===== src/logic/msr_consts.svh =====
/*
 * timing counts, sizes and clock rates of the multi-converter readout.
 * assumes a 250 MHz core clock and converters that halve their reference clock.
 */
`ifndef MSR_CONSTS_SVH
`define MSR_CONSTS_SVH

// =====================================================================
// sizes
`define MSR_NCONV 4
`define MSR_WORD_BITS 24
`define MSR_FRAME_WORDS 5
`define MSR_MEM_WORDS 20
`define MSR_ADDR_BITS 5

// =====================================================================
// clock rates
`define MSR_CLK_KHZ 250000
`define MSR_REF_KHZ 8192
`define MSR_XTAL_KHZ 16384
`define MSR_SCLK_MAX_KHZ 19968
`define MSR_CONV_MOD_DIV 2
`define MSR_SAMPLE_RATE_HZ 4000

// =====================================================================
// derived cycle counts
`define MSR_SCLK_HALF ((`MSR_CLK_KHZ + 2 * `MSR_SCLK_MAX_KHZ - 1) / (2 * `MSR_SCLK_MAX_KHZ))
`define MSR_PWM_HALF (`MSR_CLK_KHZ / (2 * `MSR_REF_KHZ))
`define MSR_CS_GAP_NS 40
`define MSR_CS_GAP_CYC ((`MSR_CS_GAP_NS * `MSR_CLK_KHZ + 999999) / 1000000)
`define MSR_PULSE_NS 1000
`define MSR_PULSE_CYC ((`MSR_PULSE_NS * `MSR_CLK_KHZ + 999999) / 1000000)
`define MSR_OSC_TIMEOUT_CYC (4 * `MSR_CLK_KHZ / `MSR_XTAL_KHZ)

`endif


===== src/logic/msr_pkg.sv =====
/*
 * types of the multi-converter readout: modes, states and carriers.
 * assumes msr_consts.svh sits on the include path.
 */
`include "msr_consts.svh"

package msr_pkg;

    // =====================================================================
    // reference clock source
    typedef enum logic [1:0] {
        MSR_REF_EXT = 2'h0,
        MSR_REF_XTAL = 2'h1,
        MSR_REF_PWM = 2'h2
    } msr_ref_mode_t;

    // =====================================================================
    // readout sequencer
    typedef enum logic [3:0] {
        MSR_S_IDLE = 4'h1,
        MSR_S_SETUP = 4'h2,
        MSR_S_SHIFT = 4'h4,
        MSR_S_GAP = 4'h8
    } msr_state_t;

    // =====================================================================
    // carriers
    typedef struct packed {
        logic [1:0] conv;
        logic [2:0] word;
        logic [`MSR_WORD_BITS-1:0] data;
    } msr_sample_t;

    typedef struct packed {
        logic reactive;
        logic active;
    } msr_pulse_req_t;

endpackage : msr_pkg


===== src/logic/msr_sample_mem.sv =====
/*
 * sample set buffer: one write port, one read port with registered data.
 * assumes a single clock and a synchronous active-high reset.
 */
`timescale 1ns/1ps
`include "msr_consts.svh"

module msr_sample_mem (
    input wire logic clk,
    input wire logic srst,
    input wire logic wr_en,
    input wire logic [`MSR_ADDR_BITS-1:0] wr_addr,
    input wire logic [`MSR_WORD_BITS-1:0] wr_data,
    input wire logic [`MSR_ADDR_BITS-1:0] rd_addr,
    output logic [`MSR_WORD_BITS-1:0] rd_data
);
    import msr_pkg::*;

    logic [`MSR_WORD_BITS-1:0] mem [`MSR_MEM_WORDS];
    logic [`MSR_WORD_BITS-1:0] rd_data_next;

    always_comb
    begin
        rd_data_next = '0;
        if (rd_addr < `MSR_ADDR_BITS'(`MSR_MEM_WORDS))
        begin
            rd_data_next = mem[rd_addr];
        end
    end

    always_ff @(posedge clk)
    begin
        if (wr_en && wr_addr < `MSR_ADDR_BITS'(`MSR_MEM_WORDS))
        begin
            mem[wr_addr] <= wr_data;
        end
        if (srst)
        begin
            rd_data <= '0;
        end
        else
        begin
            rd_data <= rd_data_next;
        end
    end

endmodule : msr_sample_mem


===== src/logic/msr_readout.sv =====
/*
 * host side acquisition for four delta-sigma converters on one serial bus:
 * reference clock source, data-ready capture, sequential readout, energy pulses.
 * assumes external buffers fan clocks out; pins arrive asynchronous to CLK.
 */
//
// Overview of operation
// RL1 - each converter halves its reference clock to make its modulator clock
// RL2 - default 8.192 MHz reference feeds converters and host; host output stays idle
// RL3 - without that reference, host halves a 16.384 MHz crystal onto its clock output
// RL4 - optional evaluation PWM clock, only while the crystal input is alive
// RL5 - host drives one serial clock, copied in phase to all four converters
// RL6 - one chip select per converter, generated and sequenced by this block
// RL7 - converters pull their data-ready low together when new samples exist
// RL8 - on data-ready falling edge, read every converter and move words to buffer
// RL9 - finish one converter before the next; never two at once
// RL10 - drive active and reactive energy pulse outputs
// RL11 - mains-locked reference trimming is not provided here
// RL12 - converters deliver 4000 sample sets per second; readout must keep up
// RL13 - hold each select for one whole frame, release, then next in fixed order
`timescale 1ns/1ps
`include "msr_consts.svh"

module msr_readout (
    input wire logic CLK,
    input wire logic SRST,
    input wire msr_pkg::msr_ref_mode_t REF_MODE,
    input wire logic HOST_OSC_IN,
    output logic HOST_REF_CLOCK_OUT,
    output logic OSC_PRESENT,
    input wire logic [3:0] SAMPLE_READY_N,
    output logic [3:0] SCLK_OUT,
    output logic [3:0] CS_N,
    input wire logic MISO,
    input wire logic [`MSR_ADDR_BITS-1:0] RD_ADDR,
    output logic [`MSR_WORD_BITS-1:0] RD_DATA,
    output logic WORD_VALID,
    output msr_pkg::msr_sample_t WORD_OUT,
    output logic SET_DONE,
    output logic OVERRUN,
    input wire msr_pkg::msr_pulse_req_t ENERGY_REQ,
    output logic ACTIVE_ENERGY_PULSE,
    output logic REACTIVE_ENERGY_PULSE
);
    import msr_pkg::*;

    // =====================================================================
    // input synchronisers
    logic [5:0] sync1_reg, sync2_reg;
    logic sample_ready_n_low_reg, sample_ready_n_low_next;
    logic sample_ready_n_fall, osc_s, miso_s;

    assign osc_s = sync2_reg[5];
    assign miso_s = sync2_reg[4];
    assign sample_ready_n_low_next = ~|sync2_reg[3:0];
    assign sample_ready_n_fall = sample_ready_n_low_next && !sample_ready_n_low_reg; // [RL7] [RL8]

    always_ff @(posedge CLK)
    begin
        if (SRST)
        begin
            sync1_reg <= 6'h3F;
            sync2_reg <= 6'h3F;
            sample_ready_n_low_reg <= 1'b0;
        end
        else
        begin
            sync1_reg <= {HOST_OSC_IN, MISO, SAMPLE_READY_N};
            sync2_reg <= sync1_reg;
            sample_ready_n_low_reg <= sample_ready_n_low_next;
        end
    end

    // =====================================================================
    // reference clock source
    logic osc_prev_reg, osc_prev_next, osc_div_reg, osc_div_next;
    logic [5:0] osc_idle_reg, osc_idle_next;
    logic [4:0] pwm_cnt_reg, pwm_cnt_next;
    logic pwm_reg, pwm_next, ref_out_reg, ref_out_next;
    logic osc_rise, osc_ok;

    assign osc_rise = osc_s && !osc_prev_reg;
    assign osc_ok = osc_idle_reg < 6'(`MSR_OSC_TIMEOUT_CYC);

    always_comb
    begin
        osc_prev_next = osc_s;
        osc_div_next = osc_rise ? !osc_div_reg : osc_div_reg; // [RL3]
        osc_idle_next = osc_rise ? 6'h00 : (osc_ok ? osc_idle_reg + 6'h01 : osc_idle_reg);
        pwm_cnt_next = pwm_cnt_reg + 5'h01;
        pwm_next = pwm_reg;
        if (pwm_cnt_reg == 5'(`MSR_PWM_HALF - 1))
        begin
            pwm_cnt_next = 5'h00;
            pwm_next = !pwm_reg;
        end
        // mains-locked trimming absent: reference fixed per mode [RL11]
        unique case (REF_MODE)
            MSR_REF_XTAL: ref_out_next = osc_div_reg; // [RL3]
            MSR_REF_PWM: ref_out_next = osc_ok && pwm_reg; // [RL4]
            default: ref_out_next = 1'b0; // [RL2]
        endcase
    end

    always_ff @(posedge CLK)
    begin
        if (SRST)
        begin
            osc_prev_reg <= 1'b1;
            osc_div_reg <= 1'b0;
            osc_idle_reg <= 6'(`MSR_OSC_TIMEOUT_CYC);
            pwm_cnt_reg <= 5'h00;
            pwm_reg <= 1'b0;
            ref_out_reg <= 1'b0;
        end
        else
        begin
            osc_prev_reg <= osc_prev_next;
            osc_div_reg <= osc_div_next;
            osc_idle_reg <= osc_idle_next;
            pwm_cnt_reg <= pwm_cnt_next;
            pwm_reg <= pwm_next;
            ref_out_reg <= ref_out_next;
        end
    end

    assign HOST_REF_CLOCK_OUT = ref_out_reg;
    assign OSC_PRESENT = osc_ok;

    // =====================================================================
    // readout sequencer
    msr_state_t state_reg, state_next;
    logic [1:0] conv_reg, conv_next;
    logic [2:0] word_reg, word_next;
    logic [4:0] bit_reg, bit_next;
    logic [3:0] div_reg, div_next;
    logic sclk_reg, sclk_next;
    logic [3:0] cs_n_reg, cs_n_next;
    logic [`MSR_WORD_BITS-1:0] shift_reg, shift_next;
    logic we_reg, we_next, done_reg, done_next, ovr_reg, ovr_next;
    msr_sample_t wout_reg, wout_next;
    logic [`MSR_ADDR_BITS-1:0] waddr;

    assign waddr = {3'h0, wout_reg.conv} * 5'(`MSR_FRAME_WORDS) + {2'h0, wout_reg.word};

    always_comb
    begin
        state_next = state_reg;
        conv_next = conv_reg;
        word_next = word_reg;
        bit_next = bit_reg;
        div_next = div_reg;
        sclk_next = sclk_reg;
        cs_n_next = cs_n_reg;
        shift_next = shift_reg;
        we_next = 1'b0;
        done_next = 1'b0;
        ovr_next = sample_ready_n_fall && state_reg != MSR_S_IDLE; // [RL12]
        wout_next = wout_reg;
        unique case (state_reg)
            MSR_S_IDLE:
            begin
                if (sample_ready_n_fall) // [RL8]
                begin
                    conv_next = 2'h0;
                    cs_n_next = 4'hE; // [RL6]
                    div_next = 4'h0;
                    state_next = MSR_S_SETUP;
                end
            end
            MSR_S_SETUP:
            begin
                div_next = div_reg + 4'h1;
                if (div_reg == 4'(`MSR_SCLK_HALF - 1))
                begin
                    div_next = 4'h0;
                    word_next = 3'h0;
                    bit_next = 5'h00;
                    state_next = MSR_S_SHIFT;
                end
            end
            MSR_S_SHIFT:
            begin
                div_next = div_reg + 4'h1;
                if (div_reg == 4'(`MSR_SCLK_HALF - 1))
                begin
                    div_next = 4'h0;
                    sclk_next = !sclk_reg; // [RL5]
                    if (sclk_reg)
                    begin
                        shift_next = {shift_reg[`MSR_WORD_BITS-2:0], miso_s};
                        bit_next = bit_reg + 5'h01;
                        if (bit_reg == 5'(`MSR_WORD_BITS - 1))
                        begin
                            bit_next = 5'h00;
                            we_next = 1'b1; // [RL8]
                            wout_next = '{conv: conv_reg, word: word_reg, data: shift_next};
                            word_next = word_reg + 3'h1;
                            if (word_reg == 3'(`MSR_FRAME_WORDS - 1))
                            begin
                                cs_n_next = 4'hF; // [RL13]
                                state_next = MSR_S_GAP;
                            end
                        end
                    end
                end
            end
            MSR_S_GAP:
            begin
                div_next = div_reg + 4'h1;
                if (div_reg == 4'(`MSR_CS_GAP_CYC - 1))
                begin
                    div_next = 4'h0;
                    if (conv_reg == 2'(`MSR_NCONV - 1))
                    begin
                        done_next = 1'b1;
                        state_next = MSR_S_IDLE;
                    end
                    else
                    begin
                        conv_next = conv_reg + 2'h1; // [RL9] [RL13]
                        cs_n_next = ~(4'h1 << (conv_reg + 2'h1)); // [RL6]
                        state_next = MSR_S_SETUP;
                    end
                end
            end
        endcase
    end

    always_ff @(posedge CLK)
    begin
        if (SRST)
        begin
            state_reg <= MSR_S_IDLE;
            conv_reg <= 2'h0;
            word_reg <= 3'h0;
            bit_reg <= 5'h00;
            div_reg <= 4'h0;
            sclk_reg <= 1'b0;
            cs_n_reg <= 4'hF;
            shift_reg <= '0;
            we_reg <= 1'b0;
            done_reg <= 1'b0;
            ovr_reg <= 1'b0;
            wout_reg <= '0;
        end
        else
        begin
            state_reg <= state_next;
            conv_reg <= conv_next;
            word_reg <= word_next;
            bit_reg <= bit_next;
            div_reg <= div_next;
            sclk_reg <= sclk_next;
            cs_n_reg <= cs_n_next;
            shift_reg <= shift_next;
            we_reg <= we_next;
            done_reg <= done_next;
            ovr_reg <= ovr_next;
            wout_reg <= wout_next;
        end
    end

    assign SCLK_OUT = {4{sclk_reg}}; // [RL5]
    assign CS_N = cs_n_reg;
    assign WORD_VALID = we_reg;
    assign WORD_OUT = wout_reg;
    assign SET_DONE = done_reg;
    assign OVERRUN = ovr_reg;

    msr_sample_mem u_mem (
        .clk(CLK),
        .srst(SRST),
        .wr_en(we_reg),
        .wr_addr(waddr),
        .wr_data(wout_reg.data),
        .rd_addr(RD_ADDR),
        .rd_data(RD_DATA)
    );

    // =====================================================================
    // energy pulse outputs
    logic [1:0] req_vec, pulse_reg, pulse_next;
    logic [7:0] pcnt_reg [2];
    logic [7:0] pcnt_next [2];

    assign req_vec = {ENERGY_REQ.reactive, ENERGY_REQ.active};

    for (genvar i = 0; i < 2; i++)
    begin : g_pulse
        always_comb
        begin
            pcnt_next[i] = pcnt_reg[i];
            if (pcnt_reg[i] != 8'h00)
            begin
                pcnt_next[i] = pcnt_reg[i] - 8'h01;
            end
            else if (req_vec[i])
            begin
                pcnt_next[i] = 8'(`MSR_PULSE_CYC); // [RL10]
            end
            pulse_next[i] = pcnt_next[i] != 8'h00;
        end

        always_ff @(posedge CLK)
        begin
            if (SRST)
            begin
                pcnt_reg[i] <= 8'h00;
                pulse_reg[i] <= 1'b0;
            end
            else
            begin
                pcnt_reg[i] <= pcnt_next[i];
                pulse_reg[i] <= pulse_next[i];
            end
        end
    end

    assign ACTIVE_ENERGY_PULSE = pulse_reg[0];
    assign REACTIVE_ENERGY_PULSE = pulse_reg[1];

    // =====================================================================
    // checks
    a_cs_one_only: assert property (@(posedge CLK) disable iff (SRST) // [RL9]
        $onehot0(~cs_n_reg)) else $error("two converters selected");
    a_cs_next_order: assert property (@(posedge CLK) disable iff (SRST) // [RL13]
        (state_reg == MSR_S_SETUP && $past(state_reg) == MSR_S_GAP)
        |-> conv_reg == $past(conv_reg) + 2'h1 && cs_n_reg == ~(4'h1 << conv_reg))
        else $error("select order broken");
    a_sclk_idle_low: assert property (@(posedge CLK) disable iff (SRST) // [RL5]
        (&cs_n_reg) |-> !sclk_reg) else $error("serial clock runs unselected");
    a_sample_ready_n_start: assert property (@(posedge CLK) disable iff (SRST) // [RL8]
        (sample_ready_n_fall && state_reg == MSR_S_IDLE) |=> state_reg == MSR_S_SETUP && cs_n_reg == 4'hE)
        else $error("data-ready edge not served");
    a_done_last: assert property (@(posedge CLK) disable iff (SRST) // [RL9]
        done_reg |-> state_reg == MSR_S_IDLE && conv_reg == 2'h3 && $past(state_reg) == MSR_S_GAP)
        else $error("set done too early");
    a_xtal_halves: assert property (@(posedge CLK) disable iff (SRST) // [RL3]
        (REF_MODE == MSR_REF_XTAL && osc_rise) ##1 (REF_MODE == MSR_REF_XTAL)
        |-> osc_div_reg != $past(osc_div_reg) ##1 ref_out_reg == $past(osc_div_reg))
        else $error("crystal not halved");
    a_ext_quiet: assert property (@(posedge CLK) disable iff (SRST) // [RL2]
        (REF_MODE == MSR_REF_EXT) |=> !ref_out_reg) else $error("clock out active on ext ref");
    a_pwm_needs_osc: assert property (@(posedge CLK) disable iff (SRST) // [RL4]
        (REF_MODE == MSR_REF_PWM && !osc_ok) |=> !ref_out_reg) else $error("pwm without osc");
    a_pulse_width: assert property (@(posedge CLK) disable iff (SRST) // [RL10]
        $rose(pulse_reg[0]) |-> pcnt_reg[0] == 8'(`MSR_PULSE_CYC) ##1 pulse_reg[0] [*8])
        else $error("energy pulse too short");

endmodule : msr_readout


===== config.mk =====
export PLATFORM = sky130hd
export DESIGN_NAME = msr_readout
export DESIGN_NICKNAME = d
export VERILOG_FILES = /design/src/logic/msr_pkg.sv /design/src/logic/msr_sample_mem.sv /design/src/logic/msr_readout.sv
export VERILOG_INCLUDE_DIRS = /design/src /design/src/logic
export SDC_FILE = /design/constraint.sdc
export NUM_CORES = 1
export LEC_CHECK = 0
export BUFFER_PORTS_ARGS = -buffer_cell sky130_fd_sc_hd__buf_4
export CORE_AREA = 2 2 250 252
export CTS_CLUSTER_DIAMETER = 120
export CTS_CLUSTER_SIZE = 14
export DETAILED_ROUTE_END_ITERATION = 10
export DIE_AREA = 0 0 252 254
export PLACE_DENSITY = 0.51
export SLEW_MARGIN = 20
export SYNTH_ARGS = -nofsm -noshare
export SYNTH_HDL_FRONTEND = slang
export SYNTH_SLANG_ARGS = --single-unit

===== constraint.sdc =====
create_clock -name CLK -period 6.57 [get_ports CLK]
set_input_delay 0.3285 -clock CLK [delete_from_list [all_inputs] [get_ports CLK]]
set_output_delay 0.3285 -clock CLK [all_outputs]
set_load 0.02 [all_outputs]

==> After elaboration in Yosys (flattened, before gate mapping) <==
Memory sizes are Yosys's and may differ from the RTL's. A register that Yosys moved wholly into a read port is not among the register bits.
Index checks and enable logic that the tools add are counted.
{ "classes": {"add_sub_neg": 9, "n_mux": 51, "order_cmp": 3, "bitwise": 9, "reduce_logical": 34, "mul": 1, "shifts": 1, "n_eq_ne": 21} }
{ "ops": {"columns": ["cell", "n"], "rows": [
  ["4-bit 2-to-1 mux", 17],
  ["8-bit 2-to-1 mux", 6],
  ["8-bit nonzero test", 4],
  ["4-bit case mux with 3 select lines", 2],
  ["5-bit 2-to-1 mux", 4],
  ["2-bit != test (second input constant)", 8],
  ["4-bit case mux with 4 select lines", 1],
  ["8-bit by 1-bit subtractor with 8-bit output (second input constant)", 2],
  ["3-bit 2-to-1 mux", 4],
  ["6-bit 2-to-1 mux", 2],
  ["4-bit AND reduction", 3],
  ["5-bit by 1-bit adder with 5-bit output (second input constant)", 2],
  ["5-bit < comparator (second input constant)", 2],
  ["5-bit case mux with 2 select lines", 1],
  ["4-bit by 3-bit equality test with 1-bit output (second input constant)", 2],
  ["4-bit equality test (second input constant)", 2],
  ["2-bit 2-to-1 mux", 4],
  ["8-bit AND reduction", 1],
  ["2-bit OR reduction", 4],
  ["4-bit OR reduction", 2],
  ["1-bit 2-to-1 mux", 7],
  ["7-bit AND reduction", 1],
  ["6-bit by 1-bit adder with 6-bit output (second input constant)", 1],
  ["1-bit logical NOT", 6],
  ["other kinds (28)", 41]
]} }
{ "word_totals": {"mem_bits_rw": 496, "wordCells": 157, "memories": 2, "out_inout_bits": 68, "in_bits": 17, "regBits": 108} }
{ "mem_list": {"columns": ["name", "words", "word_bits", "rd", "rd_clocked_by_memory_dff", "wr", "line", "rtl"], "rows": [
  ["u_mem.mem", 20, 24, 1, 1, 1, "msr_sample_mem.sv:19", "logic [`MSR_WORD_BITS-1:0] mem [`MSR_MEM_WORDS];"],
  ["pcnt_reg", 2, 8, 2, 0, 2, "msr_readout.sv:284", "logic [7:0] pcnt_reg [2];"]
]} }

==> Depth between registers and ports, before layout <==
Gate-level depths: netlist of run 1.
{ "depth": {"depth_word": 6, "depth_mapped": 10, "depth_no_buf": 8} }

==> Modules after synthesis <==
A second synthesis of run 1 with hierarchy kept.
{ "unflattened": {"hier_cells": 1470, "hier_area_um2": 24204.5} }
{ "by_module_without_submodules": {"columns": ["mod", "area_per_inst_um2", "instances", "cells_per_inst", "seq_area_each_um2"], "rows": [
  ["msr_sample_mem", 18971.9, 1, 857, 14894.3],
  ["msr_readout", 5232.5, 1, 613, 2482.4]
]} }

==> Least setup slack after synthesis of run 1 <==
No wires, ideal clock.
{ "synth_timing": {"kind": "register to register", "startpoint": "register wout_reg, in the netlist WORD_OUT[28]", "endpoint": "memory u_mem.mem[14][0] (netlist bit), enable pin", "setup_ns": 0.405, "required_time_ns": 6.165, "synth_period_minus_slack_ns": 3.836, "path_buffers": 0, "path_slack_ns": 2.734, "stages_incl_launch_ff": 9, "t_arrival_ns": 3.431, "cell_sequence": "dfxtp_1 ha_1 ha_1 fa_1 xor2_1 nor2_1 o21ai_0 or3b_2 nor2_1"} }
{ "synth_between": {"elab_chain_cells": 6} }
{ "synth_lines": {"columns": ["element", "line", "rtl"], "rows": [
  ["start: declaration", "msr_readout.sv:141", "msr_sample_t wout_reg, wout_next;"],
  ["start signal: assignment", "msr_readout.sv:260", "wout_reg <= wout_next;"],
  ["2-bit by 3-bit multiplier with 5-bit output (*)", "msr_readout.sv:144", "assign waddr = {3'h0, wout_reg.conv} * 5'(`MSR_FRAME_WORDS) + {2'h0, wout_reg.word};"],
  ["5-bit by 3-bit adder with 5-bit output (*)", "msr_readout.sv:144", null],
  ["5-bit < comparator", "msr_sample_mem.sv:33", "if (wr_en && wr_addr < `MSR_ADDR_BITS'(`MSR_MEM_WORDS))"],
  ["1-bit logical AND", "msr_sample_mem.sv:33", null],
  ["1-bit 2-to-1 mux", "msr_sample_mem.sv:33", null],
  ["1-bit 2-to-1 mux (not written as such)", "msr_sample_mem.sv:35", "mem[wr_addr] <= wr_data;"],
  ["end: declaration", "msr_sample_mem.sv:19", null]
]} }
Every way passes the cells marked *; elsewhere a longest branch is shown, timed or not.

==> Worst setup path after layout of run 1 <==
{ "layout_timing": {"startpoint": "register wout_reg, in the netlist WORD_OUT[28]", "endpoint": "memory u_mem.mem[13][7] (netlist bit), enable pin"} }
The elaborated chain is that of the path after synthesis.

==> metrics.txt, run 1 <==
first-pass GRT wire length=79100 um; Core ar.=61300 um2; GRT overflow=0; Pre-Repair DR Iteration Count=5; Site Rows=91; H-tree depth=2; routability cong.=0.763; Critical-path top delay cell=nor2_4; synthesized instance count=1482; Iter 0 DRT Violations=730; RSZ-0062 raised after global routing=no; fmax=278 MHz; CTS root buf=clkbuf_16; max-cap viol count=0; Area growth, synth to finish=13.0%; DRC=0; CP startpoint kind=register; Final Hold Fails=0; worst slack, placed=2970 ps; Clock Tree Buf Depth=3; post-synth top area share=59.4%; Max Slew Vio Count=0; DR WL met2=24500 um; Leak=9.10 nW; I/O Buffers=84; Seq. cell area=17400 um2; count of cell types in the netlist=60; Final Cycle Share=54.8%; Critical R2R Capture=u_mem.mem[13][7]; Mean Syn Cell Area=16.4 um2; cts bufs inserted=50; synth warn=0; max reg flops=480; routed wire length=51500 um; CP delay by family, top=simple AND/OR/NAND/NOR gates; Global Route Usage Sum=16.3%; DR vias=12766; total I/O pin count=85; Initial Util=39.6%; Clk Latency, worst-skew pair=600 ps; critical path arrival=3820 ps; Worst setup EP type=register; #FFs+latches synth=628; critical path class=register to register; minimum clock period=3600 ps; VDD IR max=0.176 mV; number of cells on the worst reg-to-reg path=8; DPL Wire Length=30400 um; CP Cell Sequence=ha_1, ha_1, fa_1, xor2_1, nor2_1, o21ai_0, or3b_2, nor2_4; area occupied by multi-input gates=6570 um2; metal1 wirelength=24100 um; initial antenna violation count=0; final setup fails=0; Most common cell on crit path=ha_1; highest cell delay on the worst timing path=730 ps; Seq/Total Area, Yosys=71.6%; Die Area=64000 um2; CP required=6790 ps; Hold Crit Endpoint=HOST_REF_CLOCK_OUT; metal3 WL=2050 um; CTS tree=yes; Worst Path Buf+Inv=0; cell taking the most area after synthesis=edfxtp_1; Die Wd=252 um; hold path cells=4; Worst-Margin Slew=1030 ps; Nets=1619; vias per inst=5.31; Setup Buffers After CTS=0; post_cts resized=0; outcome=finished clean; Crit Path Max Fanout=24; power per cell area=290 nW/um2; most flop-heavy register=u_mem.mem; top area cells in the synthesized netlist=edfxtp_1 (59%), dfxtp_1 (12%), mux4_2 (11%); largest net degree at the start of global routing=66; Main synth FF type=edfxtp_1; Routed Antenna Nets=0; WP depth=8; syn nets=1526; reg-to-reg startpoint=WORD_OUT[28]; vias in the first global route=12961; R2R Setup Slk=2970 ps; Cell Area, Synth=24300 um2; clock skew=21.9 ps; number of synthesized flops with an enable pin=480; fraction of layout cells with a size suffix above 1=22.9%; PnR worst setup slack=2970 ps; asr flop ratio synth=0%; DR WL/cell=21.4 um; Top Metal Used=met4; chip height=254 um; total negative setup slack=0 ps; Clock Sinks=628; Hold Path Class=primary input to register; HP Start=REF_MODE[0]; Reg clk slew, reported paths=60 ps; n_diodes=0; worst rel slew slack=31.4%; fill count=5362
==> layout by cell type (no fill, tap or decap), types with 4 or more instances in the layout <==
cell           count
edfxtp_1         480
dfxtp_1          148
a21oi_1          125
nand2_1          121
mux4_2           120
buf_4            117
nor2_1            71
clkbuf_16         51
o21ai_0           45
clkbuf_1          36
mux2i_1           27
ha_1              26
mux2_2            25
inv_1             18
nor3_1            17
or2_2             15
nor2_2            14
nand3_1           13
xor2_1             8
nand2b_1           8
and3_1             8
xnor2_1            7
nor2_4             7
nor4b_1            7
dlygate4sd3_1      7
or3_1              5
nor2b_1            5
a31oi_1            5
a211oi_1           5
a22oi_1            5
nor4_1             5
nand4_1            4
or4b_2             4
a311oi_1           4
==> repair_timing <==
action | 4_1_cts | 5_1_grt
hold buffers | 7 | 0
hold endpoints to repair | 7 | 0
setup endpoints to repair | 0 | 0
==> final cells by class <==
type                    count  area share (%)
repair buffers            125            3.50
clock inverters             2           0.105
flip-flops and latches    628            63.4
multi-input cells         752            24.0
well taps                 790            3.61
clock buffers              88            5.20
inverters                  18           0.246
==> per-layer routing <==
metal	vias up	GRT usage [%]
met5	-	0
met4	0	3.53
met3	60	2.63
met2	223	26.7
met1	6575	23.1
li1	5908	-
==> synthesized netlist by cell type, drive strengths merged, types with 2 or more instances <==
cell / n
a21oi: 125
nand3b: 2
nor4b: 8
edfxtp: 480
clkbuf: 60
inv: 18
a311oi: 4
buf: 24
or3b: 3
o21ai: 45
nand3: 13
a22oi: 5
mux2: 25
ha: 26
or4b: 4
a31o: 2
a31oi: 5
nor2: 92
nor2b: 5
o2111ai: 3
a21o: 2
nor4: 5
nand4: 4
xor2: 8
nand2b: 8
xnor2: 7
mux2i: 27
or2: 15
or3: 7
dfxtp: 148
or4: 4
and3: 8
a32oi: 2
nor3b: 3
and3b: 2
nand2: 122
and2: 3
nor3: 17
mux4: 120
o21a: 3
a211oi: 5
==> kinds of logic (layout without fill, tap and decap cells) <==
group                      Yosys count  in the layout  share of synthesized area, %
adders and majority gates           27             27                          1.42
DFF                                628            628                          71.6
and+or+nand+nor                    328            328                          6.49
muxes                              172            172                          13.4
AOI/OAI and AO/OA                  210            210                          4.84
xor gates and xnor gates            15             15                         0.541
buffers and inverters              102            233                          1.71
==> power breakdown <==
| group | switching (mW) | internal [mW] |
|---|---|---|
| registers | 0.0887 | 4.29 |
| clock network | 1.35 | 1.47 |
| logic | 0.405 | 0.337 |
==> stage by stage <==
stage	util (%)	cell area (um2)	hold WS [ps]	cells	total power, mW
after floorplan	-	24300	389	1482	5.03
after global placement	42.3	25900	394	2306	5.20
after detailed placement	42.3	25900	393	2306	5.20
after CTS	44.8	27400	93.2	2403	8.06
after global routing	44.8	27400	116	2403	8.28
final	44.8	27400	131	2403	7.94
==> worst max-delay path by stage <==
stage	from	to
floorplan	WORD_OUT[28]	u_mem.mem[14][0]
global placement	WORD_OUT[25]	u_mem.mem[6][6]
detailed placement	WORD_OUT[28]	u_mem.mem[6][5]
CTS	WORD_OUT[28]	u_mem.mem[6][9]
global route	WORD_OUT[28]	u_mem.mem[2][9]
finish	WORD_OUT[28]	u_mem.mem[13][7]
==> worst reg2reg max path: stages, from the launching register on <==
cell and delay [ps]:
dfxtp_1 390, ha_1 260, ha_1 230, fa_1 420, xor2_1 200, nor2_1 210
o21ai_0 170, or3b_2 620, nor2_4 730
(Power assumes the default switching activity.)
==> inputs of run 2 (changes only) <==
--- a/config.mk
+++ b/config.mk
@@ -6,13 +6,14 @@
 export SDC_FILE = /design/constraint.sdc
 export NUM_CORES = 1
 export LEC_CHECK = 0
+export ABC_AREA = 1
 export BUFFER_PORTS_ARGS = -buffer_cell sky130_fd_sc_hd__buf_4
-export CORE_AREA = 2 2 250 252
+export CORE_AREA = 2 2 252 254
 export CTS_CLUSTER_DIAMETER = 120
 export CTS_CLUSTER_SIZE = 14
 export DETAILED_ROUTE_END_ITERATION = 10
-export DIE_AREA = 0 0 252 254
-export PLACE_DENSITY = 0.51
+export DIE_AREA = 0 0 254 256
+export PLACE_DENSITY = 0.53
 export SLEW_MARGIN = 20
 export SYNTH_ARGS = -nofsm -noshare
 export SYNTH_HDL_FRONTEND = slang
==> constraint.sdc (replaced) <==
create_clock -name CLK -period 3.3 [get_ports CLK]
set_input_delay 0.165 -clock CLK [delete_from_list [all_inputs] [get_ports CLK]]
set_output_delay 0.165 -clock CLK [all_outputs]
set_load 0.02 [all_outputs]
==> metrics.txt, run 2 <==
minimum clock period=3110 ps; max reg flops=480; Crit Path Max Fanout=14; post_cts resized=0; cts bufs inserted=50; final setup fails=0; Clock Sinks=628; DR vias=16222; top area cells in the synthesized netlist=edfxtp_1 (58%), dfxtp_1 (12%), nor2_1 (5.8%); VDD IR max=0.389 mV; Initial Util=39.6%; Iter 0 DRT Violations=1335; Clock Tree Buf Depth=3; H-tree depth=2; Main synth FF type=edfxtp_1; syn nets=2194; DR WL met2=30000 um; Critical-path top delay cell=dfxtp_1; Worst setup EP type=register; most frequent cells in the layout=edfxtp_1 (480), nor2_1 (363), o21ai_0 (283); worst rel slew slack=24.8%; max-cap viol count=0; Worst Path Buf+Inv=2; largest net degree at the start of global routing=177; Final Hold Fails=0; initial antenna violation count=2; Area growth, synth to finish=14.1%; Pre-Repair DR Iteration Count=5; #FFs+latches synth=628; Nets=2270; CTS hold repair buffers=15; fmax=322 MHz; critical path class=register to register; most instantiated library cell after synthesis=edfxtp_1; Global Route Usage Sum=19.4%; Setup Buffers After CTS=0; worst slack, placed=233 ps; total I/O pin count=85; CTS tree=yes; Hold Path Class=primary input to register; final cell count without fillers=3109; critical path arrival=3400 ps; RSZ-0062 raised after global routing=no; synthesized instance count=2150; PnR worst setup slack=194 ps; Seq. cell area=17400 um2; most flop-heavy register=u_mem.mem; vias in the first global route=15750; most common cell after layout, fill and taps aside=edfxtp_1; asr flop ratio synth=0%; synth warn=0; Cell Area, Synth=24700 um2; area occupied by multi-input gates=6460 um2; Mean Syn Cell Area=11.5 um2; fraction of layout cells with a size suffix above 1=10.9%; chip height=256 um; power per cell area=565 nW/um2; DR WL/cell=20.3 um; Site Rows=92; I/O Buffers=84; vias per inst=5.22; Top Metal Used=met4; metal1 wirelength=28100 um; Final Util=45.1%; Placed Cells=3005; metal3 WL=3780 um; Final Cycle Share=94.1%; CTS root buf=clkbuf_16; outcome=finished clean; Max Slew Vio Count=0; routed wire length=63300 um; CP Cell Sequence=ha_1, ha_1, fa_1, xor2_1, nor2_1, o21ai_0, inv_1, nand2_1, nor2_2, buf_4; number of synthesized flops with an enable pin=480; total power=15.9 mW; synth cell count leaders=edfxtp_1 (480), nor2_1 (383), o21ai_0 (283); CP delay by family, top=adder cells; routability cong.=0.830; post-synth top area share=58.4%; clock skew=21.5 ps; Reg clk slew, reported paths=70 ps; DPL Wire Length=38200 um; Clk Latency, worst-skew pair=630 ps; highest cell delay on the worst timing path=380 ps; Core ar.=62400 um2; GRT overflow=0; CP required=3600 ps; Routed Antenna Nets=0; Seq/Total Area, Yosys=70.4%; first-pass GRT wire length=95800 um; Die Wd=254 um; Most common cell on crit path=ha_1; Leak=8.93 nW; DRC=0; Worst-Margin Slew=1130 ps; fill count=5851; cell taking the most area after synthesis=edfxtp_1; count of cell types in the netlist=39; CP startpoint kind=register; Die Area=65000 um2
==> run 2: changes by cell type after synthesis, sizes merged, moves of 18 or more <==
| cell | before | now |
|---|---|---|
| nor2 | 92 | 388 |
| o21ai | 45 | 329 |
| mux4 | 120 | 0 |
| nand2 | 122 | 217 |
| inv | 18 | 99 |
| nand3 | 13 | 82 |
| o22ai | 0 | 55 |
| o211ai | 1 | 50 |
| a21oi | 125 | 85 |
| mux2i | 27 | 0 |
| mux2 | 25 | 0 |
| buf | 24 | 45 |
| clkbuf | 60 | 78 |
==> run 2: through the flow <==
step / hold slack [ps] / cell area, um2 / setup TNS, ps
floorplan: 269 / 24700 / -58890
global placement: 350 / 26500 / 0
detailed placement: 352 / 26500 / 0
CTS: 57.7 / 28200 / 0
global route: 76.3 / 28200 / 0
finish: 106 / 28200 / 0
==> run 2: area by class of cell <==
cell class,count,area share (%)
Sequential cell,628,61.7
Tap cell,846,3.76
Multi-Input combinational cell,1298,22.9
Clock buffer,85,4.94
Timing Repair Buffer,147,5.04
Antenna cell,1,0.00888
Clock inverter,3,0.222
Inverter,101,1.37
==> run 2: layer usage <==
metal	vias to the layer above	GRT usage, %
li1	7740	-
met1	8001	26.8
met2	405	31.3
met3	76	3.68
met4	0	5.25
met5	-	0
==> run 2: cell families after synthesis <==
group | Yosys count | share of synthesized area, %
compound gates | 537 | 11.9
fa+ha+maj | 27 | 1.40
flops | 628 | 70.4
buf+inv | 224 | 3.95
xor+xnor | 10 | 0.355
simple gates | 724 | 11.9
==> run 2: worst paths after layout <==
check                             startpoint           endpoint  slack, ps  cells after the start
worst max-delay path            WORD_OUT[28]   u_mem.mem[0][11]        190                     10
worst max register to register  WORD_OUT[28]   u_mem.mem[0][11]        190                     10
worst min register to register  sync1_reg[5]       sync2_reg[5]        400                      1
worst min-delay path              RD_ADDR[3]  u_mem.rd_data[14]        110                      3
==> run 2: worst min-delay path, stage by stage <==
cell and delay, ps:
buf_4 260, nand3_1 170, a21oi_1 70
==> run 2: power by group <==
part | internal (mW) | total [mW] | switching (mW) | leakage, nW
clock network | 2.88 | 5.65 | 2.77 | 0.689
logic | 0.573 | 1.63 | 1.06 | 3.68
registers | 8.54 | 8.64 | 0.102 | 4.56
